==> src/logic/lbae_pkg.sv <==
// package: opcodes, register addresses, status bit positions for lbae block
`default_nettype none
package lbae_pkg;
   localparam int LBAE_DATA_W = 8;
   localparam int LBAE_ADDR_W = 5;
   // register addresses inside the file space
   localparam logic [4:0] LBAE_ADDR_TIMER = 5'h01;
   localparam logic [4:0] LBAE_ADDR_STATUS = 5'h03;
   localparam logic [4:0] LBAE_ADDR_PORT = 5'h06;
   // operand of the load-direction instruction that selects the pin port
   localparam logic [2:0] LBAE_DIR_PORT_SEL = 3'h6;
   // status bit positions
   localparam int LBAE_ST_CARRY = 0;
   localparam int LBAE_ST_NIBBLE = 1;
   localparam int LBAE_ST_ZERO = 2;
   // reset values
   localparam logic [7:0] LBAE_ACC_RESET = 8'h00;
   localparam logic [7:0] LBAE_DIR_RESET = 8'hFF;
   localparam logic [7:0] LBAE_LATCH_RESET = 8'h00;
   localparam logic [7:0] LBAE_TIMER_RESET = 8'h00;
   localparam logic [7:0] LBAE_PRESC_RESET = 8'h00;
   localparam logic [7:0] LBAE_STATUS_RESET = 8'h18;
   // opcode fields, 12-bit instruction word
   localparam logic [5:0] LBAE_OP_ADD = 6'h07;
   localparam logic [5:0] LBAE_OP_AND = 6'h05;
   localparam logic [5:0] LBAE_OP_MOVE = 6'h08;
   localparam logic [3:0] LBAE_OP_ANDLIT = 4'hE;
   localparam logic [3:0] LBAE_OP_BCLR = 4'h4;
   localparam logic [3:0] LBAE_OP_BSET = 4'h5;
   localparam logic [3:0] LBAE_OP_BTLOW = 4'h6;
   localparam logic [3:0] LBAE_OP_BTHIGH = 4'h7;
   localparam logic [8:0] LBAE_OP_LDDIR = 9'h000;
   localparam logic [1:0] LBAE_LDDIR_TAG = 2'h0;
   typedef enum logic [2:0] {
      LBAE_K_NONE, LBAE_K_ADD, LBAE_K_AND, LBAE_K_MOVE, LBAE_K_ANDLIT,
      LBAE_K_BIT, LBAE_K_TEST, LBAE_K_LDDIR
   } lbae_kind_t;
endpackage
`default_nettype wire

==> src/logic/lbae_alu_if.sv <==
// interface carrying alu operands and results between top and alu
`default_nettype none
interface lbae_alu_if;
   import lbae_pkg::*;
   lbae_kind_t kind;
   logic [7:0] acc;
   logic [7:0] opnd;
   logic [7:0] lit;
   logic [2:0] bit_sel;
   logic bit_set;
   logic skip_on_high;
   logic [7:0] result;
   logic carry;
   logic nibble;
   logic zero;
   logic skip;
   modport top (output kind, acc, opnd, lit, bit_sel, bit_set,
      skip_on_high, input result, carry, nibble, zero, skip);
   modport alu (input kind, acc, opnd, lit, bit_sel, bit_set,
      skip_on_high, output result, carry, nibble, zero, skip);
endinterface
`default_nettype wire

==> src/logic/lbae_alu.sv <==
// combinational arithmetic, logic and bit unit
`default_nettype none
module lbae_alu
   import lbae_pkg::*;
(
   lbae_alu_if.alu a
);
   logic [4:0] low_sum;
   logic [8:0] full_sum;
   logic [7:0] mask;
   always_comb
   begin
      low_sum = {1'b0, a.acc[3:0]} + {1'b0, a.opnd[3:0]};
      full_sum = {1'b0, a.acc} + {1'b0, a.opnd};
      mask = 8'h01 << a.bit_sel;
      a.carry = 1'b0;
      a.nibble = 1'b0;
      a.skip = 1'b0;
      case (a.kind)
         LBAE_K_ADD:
         begin
            a.result = full_sum[7:0];
            a.carry = full_sum[8];
            a.nibble = low_sum[4];
         end
         LBAE_K_AND: a.result = a.acc & a.opnd;
         LBAE_K_ANDLIT: a.result = a.acc & a.lit;
         LBAE_K_MOVE: a.result = a.opnd;
         LBAE_K_BIT:
         begin
            a.result = a.bit_set ? (a.opnd | mask) : (a.opnd & ~mask);
         end
         LBAE_K_TEST:
         begin
            a.result = a.opnd;
            a.skip = (a.opnd[a.bit_sel] == a.skip_on_high);
         end
         default: a.result = a.acc;
      endcase
      a.zero = (a.result == 8'h00);
   end
endmodule
`default_nettype wire

==> src/logic/lbae_exec.sv <==
// execute stage: decode, register file, pin port and skip logic
`default_nettype none
module lbae_exec
   import lbae_pkg::*;
#(
   parameter int NUM_REGS = 32
)
(
   input wire logic clk_sys,
   input wire logic rst_n,
   input wire logic instr_valid,
   input wire logic [11:0] instr_word,
   input wire logic presc_to_timer,
   input wire logic timer_tick,
   input wire logic [7:0] pin_in,
   output logic [7:0] pin_out,
   output logic [7:0] pin_oe_n,
   output logic [7:0] acc_value,
   output logic [7:0] status_value,
   output logic [7:0] timer_value,
   output logic [7:0] presc_value,
   output logic skip_req,
   output logic exec_busy
);
   // refused at elaboration: fewer than eight or more than 32 words
   if (NUM_REGS < 8 || NUM_REGS > 32)
   begin
      $error("NUM_REGS must be 8..32");
   end

   lbae_alu_if alu_bus ();
   lbae_alu u_alu (.a(alu_bus));

   logic [7:0] pin_s1_reg, pin_s2_reg;
   logic [7:0] acc_reg, acc_next;
   logic [7:0] dir_reg, dir_next;
   logic [7:0] latch_reg, latch_next;
   logic [7:0] timer_reg, timer_next;
   logic [7:0] presc_reg, presc_next;
   logic [7:0] status_reg, status_next;
   logic skip_reg, skip_next;
   logic flush_reg, flush_next;
   logic [7:0] gp_reg [NUM_REGS];
   logic gp_we;
   logic [4:0] gp_addr;
   logic [7:0] gp_wdata;

   logic [4:0] f_addr;
   logic dest_reg_sel;
   logic [7:0] f_read;
   logic f_write;
   logic go;
   lbae_kind_t kind;

   assign f_addr = instr_word[4:0];
   assign dest_reg_sel = instr_word[5];
   // the word after a taken skip is executed as a no-op
   assign go = instr_valid && !flush_reg;

   always_comb
   begin
      kind = LBAE_K_NONE;
      if (go)
      begin
         if (instr_word[11:6] == LBAE_OP_ADD)
            kind = LBAE_K_ADD;
         else if (instr_word[11:6] == LBAE_OP_AND)
            kind = LBAE_K_AND;
         else if (instr_word[11:6] == LBAE_OP_MOVE)
            kind = LBAE_K_MOVE;
         else if (instr_word[11:8] == LBAE_OP_ANDLIT)
            kind = LBAE_K_ANDLIT;
         else if (instr_word[11:8] == LBAE_OP_BCLR ||
                  instr_word[11:8] == LBAE_OP_BSET)
            kind = LBAE_K_BIT;
         else if (instr_word[11:8] == LBAE_OP_BTLOW ||
                  instr_word[11:8] == LBAE_OP_BTHIGH)
            kind = LBAE_K_TEST;
         else if (instr_word[11:3] == LBAE_OP_LDDIR &&
                  instr_word[2:1] != LBAE_LDDIR_TAG)
            kind = LBAE_K_LDDIR;
      end
   end

   // operand fetch; the port reads pins so external lows are written back
   always_comb
   begin
      case (f_addr)
         LBAE_ADDR_TIMER: f_read = timer_reg;
         LBAE_ADDR_STATUS: f_read = status_reg;
         LBAE_ADDR_PORT: f_read = pin_s2_reg;
         default: f_read = (32'(f_addr) < NUM_REGS) ? gp_reg[f_addr] : 8'h00;
      endcase
   end

   assign alu_bus.kind = kind;
   assign alu_bus.acc = acc_reg;
   assign alu_bus.opnd = f_read;
   assign alu_bus.lit = instr_word[7:0];
   assign alu_bus.bit_sel = instr_word[7:5];
   assign alu_bus.bit_set = instr_word[8];
   assign alu_bus.skip_on_high = instr_word[8];

   always_comb
   begin
      acc_next = acc_reg;
      dir_next = dir_reg;
      latch_next = latch_reg;
      status_next = status_reg;
      timer_next = timer_reg + {7'h00, timer_tick};
      // ticks count even when the same word writes another register
      presc_next = presc_reg + {7'h00, presc_to_timer & timer_tick};
      skip_next = 1'b0;
      flush_next = 1'b0;
      f_write = 1'b0;
      case (kind)
         LBAE_K_ADD, LBAE_K_AND, LBAE_K_MOVE:
         begin
            if (dest_reg_sel)
               f_write = 1'b1;
            else
               acc_next = alu_bus.result;
         end
         LBAE_K_ANDLIT: acc_next = alu_bus.result;
         LBAE_K_BIT: f_write = 1'b1;
         LBAE_K_TEST:
         begin
            skip_next = alu_bus.skip;
            // no flush when the bit fails, the prefetched word runs next
            flush_next = alu_bus.skip;
         end
         LBAE_K_LDDIR:
         begin
            if (instr_word[2:0] == LBAE_DIR_PORT_SEL)
               dir_next = acc_reg;
         end
         default: acc_next = acc_reg;
      endcase
      case (kind)
         LBAE_K_ADD:
         begin
            status_next[LBAE_ST_CARRY] = alu_bus.carry;
            status_next[LBAE_ST_NIBBLE] = alu_bus.nibble;
            status_next[LBAE_ST_ZERO] = alu_bus.zero;
         end
         LBAE_K_AND, LBAE_K_ANDLIT, LBAE_K_MOVE:
            status_next[LBAE_ST_ZERO] = alu_bus.zero;
         default: status_next = status_reg;
      endcase
      if (f_write)
      begin
         case (f_addr)
            LBAE_ADDR_TIMER:
            begin
               timer_next = alu_bus.result;
               if (presc_to_timer)
                  presc_next = LBAE_PRESC_RESET;
            end
            // flags from this instruction win over a plain write; a bit
            // op has no flags of its own, so its whole result lands
            LBAE_ADDR_STATUS:
            begin
               case (kind)
                  LBAE_K_ADD:
                     status_next = {alu_bus.result[7:3], status_next[2:0]};
                  LBAE_K_BIT:
                     status_next = alu_bus.result;
                  default:
                     status_next = {alu_bus.result[7:3], status_next[2],
                        alu_bus.result[1:0]};
               endcase
            end
            LBAE_ADDR_PORT: latch_next = alu_bus.result;
            default: latch_next = latch_reg;
         endcase
      end
   end

   assign gp_we = f_write && f_addr != LBAE_ADDR_TIMER &&
      f_addr != LBAE_ADDR_STATUS && f_addr != LBAE_ADDR_PORT &&
      32'(f_addr) < NUM_REGS;
   assign gp_addr = f_addr;
   assign gp_wdata = alu_bus.result;

   // general registers have no reset, as in ordinary file ram
   always_ff @(posedge clk_sys)
   begin
      if (gp_we)
         gp_reg[gp_addr] <= gp_wdata;
   end

   always_ff @(posedge clk_sys or negedge rst_n)
   begin
      if (!rst_n)
      begin
         pin_s1_reg <= 8'h00;
         pin_s2_reg <= 8'h00;
         acc_reg <= LBAE_ACC_RESET;
         dir_reg <= LBAE_DIR_RESET;
         latch_reg <= LBAE_LATCH_RESET;
         timer_reg <= LBAE_TIMER_RESET;
         presc_reg <= LBAE_PRESC_RESET;
         status_reg <= LBAE_STATUS_RESET;
         skip_reg <= 1'b0;
         flush_reg <= 1'b0;
         pin_out <= LBAE_LATCH_RESET;
         pin_oe_n <= LBAE_DIR_RESET;
      end
      else
      begin
         pin_s1_reg <= pin_in;
         pin_s2_reg <= pin_s1_reg;
         acc_reg <= acc_next;
         dir_reg <= dir_next;
         latch_reg <= latch_next;
         timer_reg <= timer_next;
         presc_reg <= presc_next;
         status_reg <= status_next;
         skip_reg <= skip_next;
         flush_reg <= flush_next;
         pin_out <= latch_next;
         pin_oe_n <= dir_next;
      end
   end

   assign acc_value = acc_reg;
   assign status_value = status_reg;
   assign timer_value = timer_reg;
   assign presc_value = presc_reg;
   assign skip_req = skip_reg;
   assign exec_busy = flush_reg;
endmodule
`default_nettype wire

==> config.mk <==
export PLATFORM = sky130hd
export DESIGN_NAME = lbae_exec
export DESIGN_NICKNAME = d
export VERILOG_FILES = /design/src/logic/lbae_pkg.sv /design/src/logic/lbae_alu_if.sv /design/src/logic/lbae_alu.sv /design/src/logic/lbae_exec.sv
export SDC_FILE = /design/constraint.sdc
export NUM_CORES = 1
export LEC_CHECK = 0
export ABC_AREA = 1
export BUFFER_PORTS_ARGS = -buffer_cell sky130_fd_sc_hd__buf_2
export CAP_MARGIN = 5
export CORE_MARGIN = 4
export CORE_UTILIZATION = 35
export DETAILED_ROUTE_END_ITERATION = 7
export PLACE_DENSITY_LB_ADDON = 0.3
export SYNTH_ARGS = -nofsm -noshare
export SYNTH_HDL_FRONTEND = slang
export SYNTH_SLANG_ARGS = --single-unit
==> constraint.sdc <==
create_clock -name clk_sys -period 2.6 [get_ports clk_sys]
set_input_delay 0.26 -clock clk_sys [delete_from_list [all_inputs] [get_ports clk_sys]]
set_output_delay 0.26 -clock clk_sys [all_outputs]
set_load 0.01 [all_outputs]
==> flow_summary.toml, run 1 <==
[worst_setup_path]
critPathBufInv = 7
r2r-start = "gp_reg[21][4]"
worst_ep_arrival_time_ns = 3.29
crit_type = "in -> reg"
critPathCaptureType = "flip-flop"
required_ns = 2.88
critical_path.cell_chain = "buf_6 > buf_12 > buf_4 > nand2_8 > inv_4 > nand2_8 > nand3_4 > buf_4 > a21oi_4 > nand3_4 > nand2_4 > ha_4 > a21o_1 > a21boi_2 > nand2_1 > nand2_1 > nand2_1 > nand2_1 > nand3_1 > nand3_1 > nand3_2 > a21oi_4 > clkinvlp_4 > buf_12"
r2r_setup_slack_ns = -0.38
r2r-end = "gp_reg[9][7]"
reg2regPathDepth = 23
crit_fanout = 33
critical_path.most_common_cell = "nand2_1"
critPathTopFamily = "simple AND/OR/NAND/NOR gates"
slowest_stage = "ha_4"
max_stage_delay_ns = 0.19
worstSetupStartpointType = "input pin"

[sta]
min_period_ns = 3.01
slew_viol_final = 0
rsz0062_at_grt = "true"
hold_viol = 0
hold_slack_ns = 0.0828
max_freq_mhz = 332
finalSetupViolations = 238
setup_slack_ns = -0.408
min_period_over_period_pct = 116
worst_slew_pin_slew_ns = 0.768
tns_ns = -59.73
skew_ns = 0.0259
slew_headroom_pct = 48.8

[grt]
overflow = 0
grt_pass1_wl_um = 67800
grtUsageTotal_pct = 18.9
grt_pass1_vias = 11600
antenna_found_initial = 0
grt_max_degree = 35

[die]
core_mm2 = 0.0422
fp-row-count = 75
fp.dieH_um = 215
die_area_mm2 = 0.0463
fp.dieW_um = 215
initial_core_util_pct = 35.6
num_io_pins = 75

[place]
hpwlAfterDp_um = 30500
gp_congestion = 0.969
portBuffers = 74

[drt]
drtAntennaViolNets = 0
vias_per_cell = 4.74
drtIter0Drc = 889
vias = 11700
drcViolationCount = 0
routedWlPerCell_um = 18.1
drt_first_pass_iters = 5
totalWireLength_um = 44800

[finish]
final_nets = 1947
drive_gt1_share_pct = 29.4
n_antenna_cell = 0
synthToLayoutAreaGrowth_pct = 33.9
fill_cells = 3896
largest_reg_flops = 256
regArea_mm2 = 0.00933
multi_input_area_mm2 = 0.00532

[power]
p_per_area_mw_per_mm2 = 770
p_leak_nw = 8.97
vdd_ir_drop_max_mv = 0.584
total_power_mw = 15.5

[clock_network]
clk_pin_slew_ns = 0.06
clkLatencyLatePin_ns = 0.55
clkSinkCount = 321
cts_buffers = 36
cts_tree = "yes"
htreeDepth = 2
cts_root_buf = "clkbuf_16"
cts_buffer_depth = 3

[yosys]
synthCells = 1539
synth.distinct_cells = 56
synth_warnings = 0
syn-cell-area_mm2 = 0.0150
yosys.area.top_type = "edfxtp_1"
postSynthAreaPerCell_um2 = 9.77
netlist.area_leader.share_pct = 51.1
yosysSeqAreaShare_pct = 62.0
ys_seq_elements = 321
synth_area_leaders = "edfxtp_1, nand2_1, dfrtp_1"

[hold_path]
min_to = "timer_value[0]"
min_from = "timer_tick"
worstHoldPathCells = 4
hold_path_class = "in -> reg"

[run]
cap_viol_max_count = 0

[status]
violations = "setup timing"
status = "complete, but fails checks"
## cells in the mapped netlist, drive strengths merged
| cell | number |
|---|---|
| o211ai | 2 |
| a31oi | 1 |
| and3 | 1 |
| o22ai | 6 |
| o31ai | 1 |
| buf | 37 |
| nor3 | 8 |
| inv | 157 |
| nor3b | 2 |
| xnor2 | 4 |
| conb | 1 |
| nand3 | 60 |
| clkbuf | 5 |
| a21o | 1 |
| o21ai | 87 |
| a22o | 1 |
| ha | 12 |
| mux2i | 1 |
| dfstp | 10 |
| xor2 | 7 |
| dfrtp | 55 |
| a221oi | 1 |
| nand4 | 8 |
| nand3b | 2 |
| edfxtp | 256 |
| fa | 1 |
| o21bai | 2 |
| nor2 | 319 |
| clkinv | 3 |
| a21boi | 1 |
| mux2 | 2 |
| a21oi | 27 |
| or2 | 3 |
| nand2 | 455 |
## timing repair
item,in CTS,in global routing
endpoints found under the hold margin,30,0
endpoints found under the setup margin,253,253
gates cloned,6,7
setup buffers,13,10
hold buffers,9,0
gates resized for setup,56,91
pin swaps,14,18
## cell usage in the layout (no fill, tap or decap), types with 13 or more instances in the layout
cell and count:
nor2_1 287, buf_12 25, nor2_4 15, nand2_2 31, buf_6 14, o21ai_1 27, buf_4 218, buf_2 73
dfrtp_1 55, nand3_2 13, nand3_1 41, nand2_1 401, nand2_4 18, nor2_2 16, edfxtp_1 256, o21ai_0 51
clkbuf_16 44, a21oi_1 16, inv_1 137, conb_1 24
## cell families after synthesis
| family | share of synthesized area, % |
|---|---|
| simple gates | 24.7 |
| other cells | 0.0249 |
| xor+xnor | 0.641 |
| fa+ha+maj | 1.13 |
| compound gates | 4.72 |
| flops | 62.0 |
| mux | 0.216 |
| buf+inv | 6.51 |
## how the worst max path moves through the flow
| stage | slack (ns) | cells past startpoint | endpoint | startpoint |
|---|---|---|---|---|
| 2_1_floorplan | -0.45 | 23 | gp_reg[0][7] | instr_word[0] |
| 4_1_cts | -0.41 | 22 | gp_reg[19][7] | gp_reg[20][3] |
| 6_report | -0.41 | 24 | gp_reg[9][7] | instr_word[0] |
| 3_3_place_gp | -1.05 | 23 | gp_reg[13][7] | instr_word[0] |
| 5_1_grt | -0.59 | 25 | timer_value[7] | gp_reg[9][4] |
| 3_5_place_dp | -1.11 | 24 | gp_reg[7][7] | instr_word[0] |
## layout make-up
type,count,share of cell area [%]
sequential,321,46.3
clock buffer,51,5.06
tap,539,3.35
clock inverter,12,0.466
multi-input combinational,1040,26.4
timing repair buffer,350,15.1
inverter,160,3.29
## worst reg2reg max path, cell delays in order, from the launching register on
cell and delay, ns:
edfxtp_1 0.36, inv_1 0.06, nand2_1 0.04, o21ai_0 0.08, nand2_1 0.08, nand2_1 0.07
nand2_2 0.07, nand2_1 0.09, nor2_2 0.04, nand3_2 0.11, nand2_4 0.07, ha_4 0.27
a21oi_2 0.12, a21boi_2 0.16, nand2_1 0.08, nand2_1 0.08, nand2_1 0.05, nand2_1 0.07
nand3_1 0.07, nand3_1 0.10, nand3_2 0.11, a21oi_4 0.19, clkinvlp_4 0.13, buf_12 0.18
## metrics by stage
step,area [um2],setup slack [ns],util [%],std cells
after detailed placement,17900,-1.11,42.5,2366
after floorplan,15300,-0.455,-,1562
after global placement,17900,-1.05,42.5,2366
final,20100,-0.408,47.7,2473
after CTS,19600,-0.412,46.5,2457
after global routing,20100,-0.592,47.7,2473
## metal layers
| layer | track usage [%] | vias up | routed length [um] |
|---|---|---|---|
| met5 | 0 | - | 0 |
| li1 | - | 5709 | - |
| met4 | 6.38 | 0 | 1330 |
| met2 | 31.5 | 305 | 21600 |
| met1 | 25.5 | 5628 | 19800 |
| met3 | 2.73 | 76 | 2100 |
## where the power goes
group / leakage, nW / switching (mW) / total, mW / internal (mW)
Clock: 0.543 / 2.03 / 4.86 / 2.83
Combinational: 5.29 / 2.30 / 4.18 / 1.88
Sequential: 3.14 / 0.240 / 6.47 / 6.23
Power figures use the tool's default switching activity.
==> run 2: changes to the inputs <==
- CORE_UTILIZATION: 35 -> 45
==> run 2 against run 1 <==
The run still ends with setup timing left; register-to-register slack worse by 0.04 ns; via count increased by 3.5%; sequential share of layout area increased by 0.39 points; critical path depth shrank 5; power up 0.50%; sequential cell count stayed put; count of clock-buffer cells in the layout fell by 6; design area fell by 0.85%; utilization rose by 13 points; largest cell class unchanged.
==> flow_summary.toml, run 2 (synthesis results as in run 1) <==
[status]
violations = "setup timing"
status = "complete, but fails checks"

[finish]
final_common_cell = "nand2_1"
final_nets = 1949
regArea_mm2 = 0.00933
largest_reg_flops = 256
n_antenna_cell = 0
multi_input_area_mm2 = 0.00525
fill_cells = 2637
layout_common_cells = "nand2_1, nor2_1, edfxtp_1"
instances_no_fill = 2380
utilization_pct = 60.9
synthToLayoutAreaGrowth_pct = 32.8
drive_gt1_share_pct = 29.6

[worst_setup_path]
worstSetupStartpointType = "flip-flop"
required_ns = 2.86
critPathTopFamily = "simple AND/OR/NAND/NOR gates"
r2r_setup_slack_ns = -0.42
reg2regPathDepth = 19
max_stage_delay_ns = 0.38
critical_path.cell_chain = "nor2_1 > o21ai_1 > nand2_1 > nand2_1 > nand2_2 > nor2_4 > nand3_4 > nand2_4 > ha_4 > inv_2 > fa_2 > buf_6 > o31ai_4 > xnor2_1 > nor2_1 > nor2_2 > nand2_4 > buf_12 > clkbuf_16"
crit_fanout = 6
crit_type = "reg -> reg"
r2r-start = "gp_reg[17][0]"
slowest_stage = "fa_2"
critPathBufInv = 4
r2r-end = "gp_reg[19][4]"
worst_ep_arrival_time_ns = 3.28
critPathCaptureType = "flip-flop"

[die]
fp-row-count = 66
initial_core_util_pct = 45.9
fp.dieH_um = 191
core_mm2 = 0.0328
fp.dieW_um = 191
num_io_pins = 75
die_area_mm2 = 0.0364

[clock_network]
cts_tree = "yes"
cts_root_buf = "clkbuf_16"
clk_pin_slew_ns = 0.06
cts_buffer_depth = 3
clkSinkCount = 321
clkLatencyLatePin_ns = 0.52
htreeDepth = 2
cts_buffers = 35

[grt]
grt_util_met1_pct = 32.5
antenna_found_initial = 0
grt.busiest_layer = "met2"
grt.met3_usage_pct = 4.19
use_met2_pct = 38.7
grt_max_degree = 46
grtUsageTotal_pct = 23.7
overflow = 0
grt_pass1_vias = 11800
grt_pass1_wl_um = 66500

[sta]
setup_slack_ns = -0.420
hold_slack_ns = 0.116
min_period_over_period_pct = 116
worst_slew_pin_slew_ns = 0.510
rsz0062_at_grt = "true"
hold_viol = 0
max_freq_mhz = 331
min_period_ns = 3.02
finalSetupViolations = 250
slew_headroom_pct = 66.0
slew_viol_final = 0
skew_ns = 0.0164

[power]
p_sw_share_pct = 29.5
internal-power_mw = 11.0
pwr-share-comb_pct = 27.1
clkPwrFrac_pct = 31.4
p_per_area_mw_per_mm2 = 781
p_leak_nw = 8.98
vdd_ir_drop_max_mv = 0.731
seqPwrFrac_pct = 41.5
p_switching_mw = 4.59

[drt]
drtAntennaViolNets = 0
routedWlPerCell_um = 19.2
drtIter0Drc = 1148
drcViolationCount = 0
vias_per_cell = 5.09
vias = 12100
drt_first_pass_iters = 6
totalWireLength_um = 45700

[hold_path]
min_to = "presc_value[0]"
hold_path_class = "in -> reg"
worstHoldPathCells = 4
min_from = "presc_to_timer"

[place]
hpwlAfterDp_um = 29500
gp_congestion = 0.950
dp_cells = 2273
portBuffers = 74

[run]
cap_viol_max_count = 0
run 2: metrics by stage:
step	TNS [ns]	area, um2	power [mW]	worst slack, ns
floorplan	-51.11	15300	8.01	-0.455
finish	-65.91	20000	15.6	-0.420
global placement	-303.73	17800	9.73	-1.08
CTS	-40.75	19400	14.9	-0.325
global route	-99.87	20000	16.2	-0.572
detailed placement	-318.17	17800	9.76	-1.09
run 2: final cells by class:
cell class / instances / share of cell area, %
inverter: 160 / 3.23
multi-input combinational: 1041 / 26.3
tap: 442 / 2.77
clock buffer: 45 / 4.68
timing repair buffer: 352 / 15.3
clock inverter: 19 / 0.990
sequential: 321 / 46.7
run 2: power by group through the flow:
stage / registers, mW / logic (mW) / clock network (mW)
after floorplan: 6.61 / 1.40 / 0
after global placement: 6.55 / 3.18 / 0
after detailed placement: 6.55 / 3.21 / 0
after CTS: 6.46 / 3.46 / 4.97
after global routing: 6.50 / 4.51 / 5.18
final: 6.47 / 4.23 / 4.89
run 2: worst max path at each step:
stage                                 end           from  cells after the start
after detailed placement  status_value[2]  instr_word[0]                     28
final                       gp_reg[19][4]  gp_reg[17][0]                     19
after global placement      gp_reg[15][6]  instr_word[1]                     21
after CTS                 status_value[6]  gp_reg[12][0]                     22
after global routing      status_value[2]  gp_reg[15][2]                     22
after floorplan              gp_reg[0][7]  instr_word[0]                     23
run 2: repair_timing:
action / 4_1_cts / 5_1_grt
gates cloned: 4 / 14
hold buffers: 9 / 0
pin swaps: 16 / 21
setup buffers: 7 / 11
hold endpoints to repair: 20 / 0
resized for setup: 77 / 72
setup endpoints to repair: 253 / 393
run 2: worst reg2reg max path: stages (launching register included):
cell       delay (ns)
edfxtp_1         0.33
nor2_1           0.05
o21ai_1          0.15
nand2_1          0.07
nand2_1          0.07
nand2_2          0.08
nor2_4           0.17
nand3_4          0.12
nand2_4          0.09
ha_4             0.13
inv_2            0.04
fa_2             0.38
buf_6            0.14
o31ai_4          0.20
xnor2_1          0.14
nor2_1           0.07
nor2_2           0.14
nand2_4          0.09
buf_12           0.15
clkbuf_16        0.16
run 2: routing by layer:
layer  up-vias  routed length [um]
li1       5726                   -
met1      5825               19500
met2       482               21400
met3        92                3400
met4         0                1400
met5         -                   0
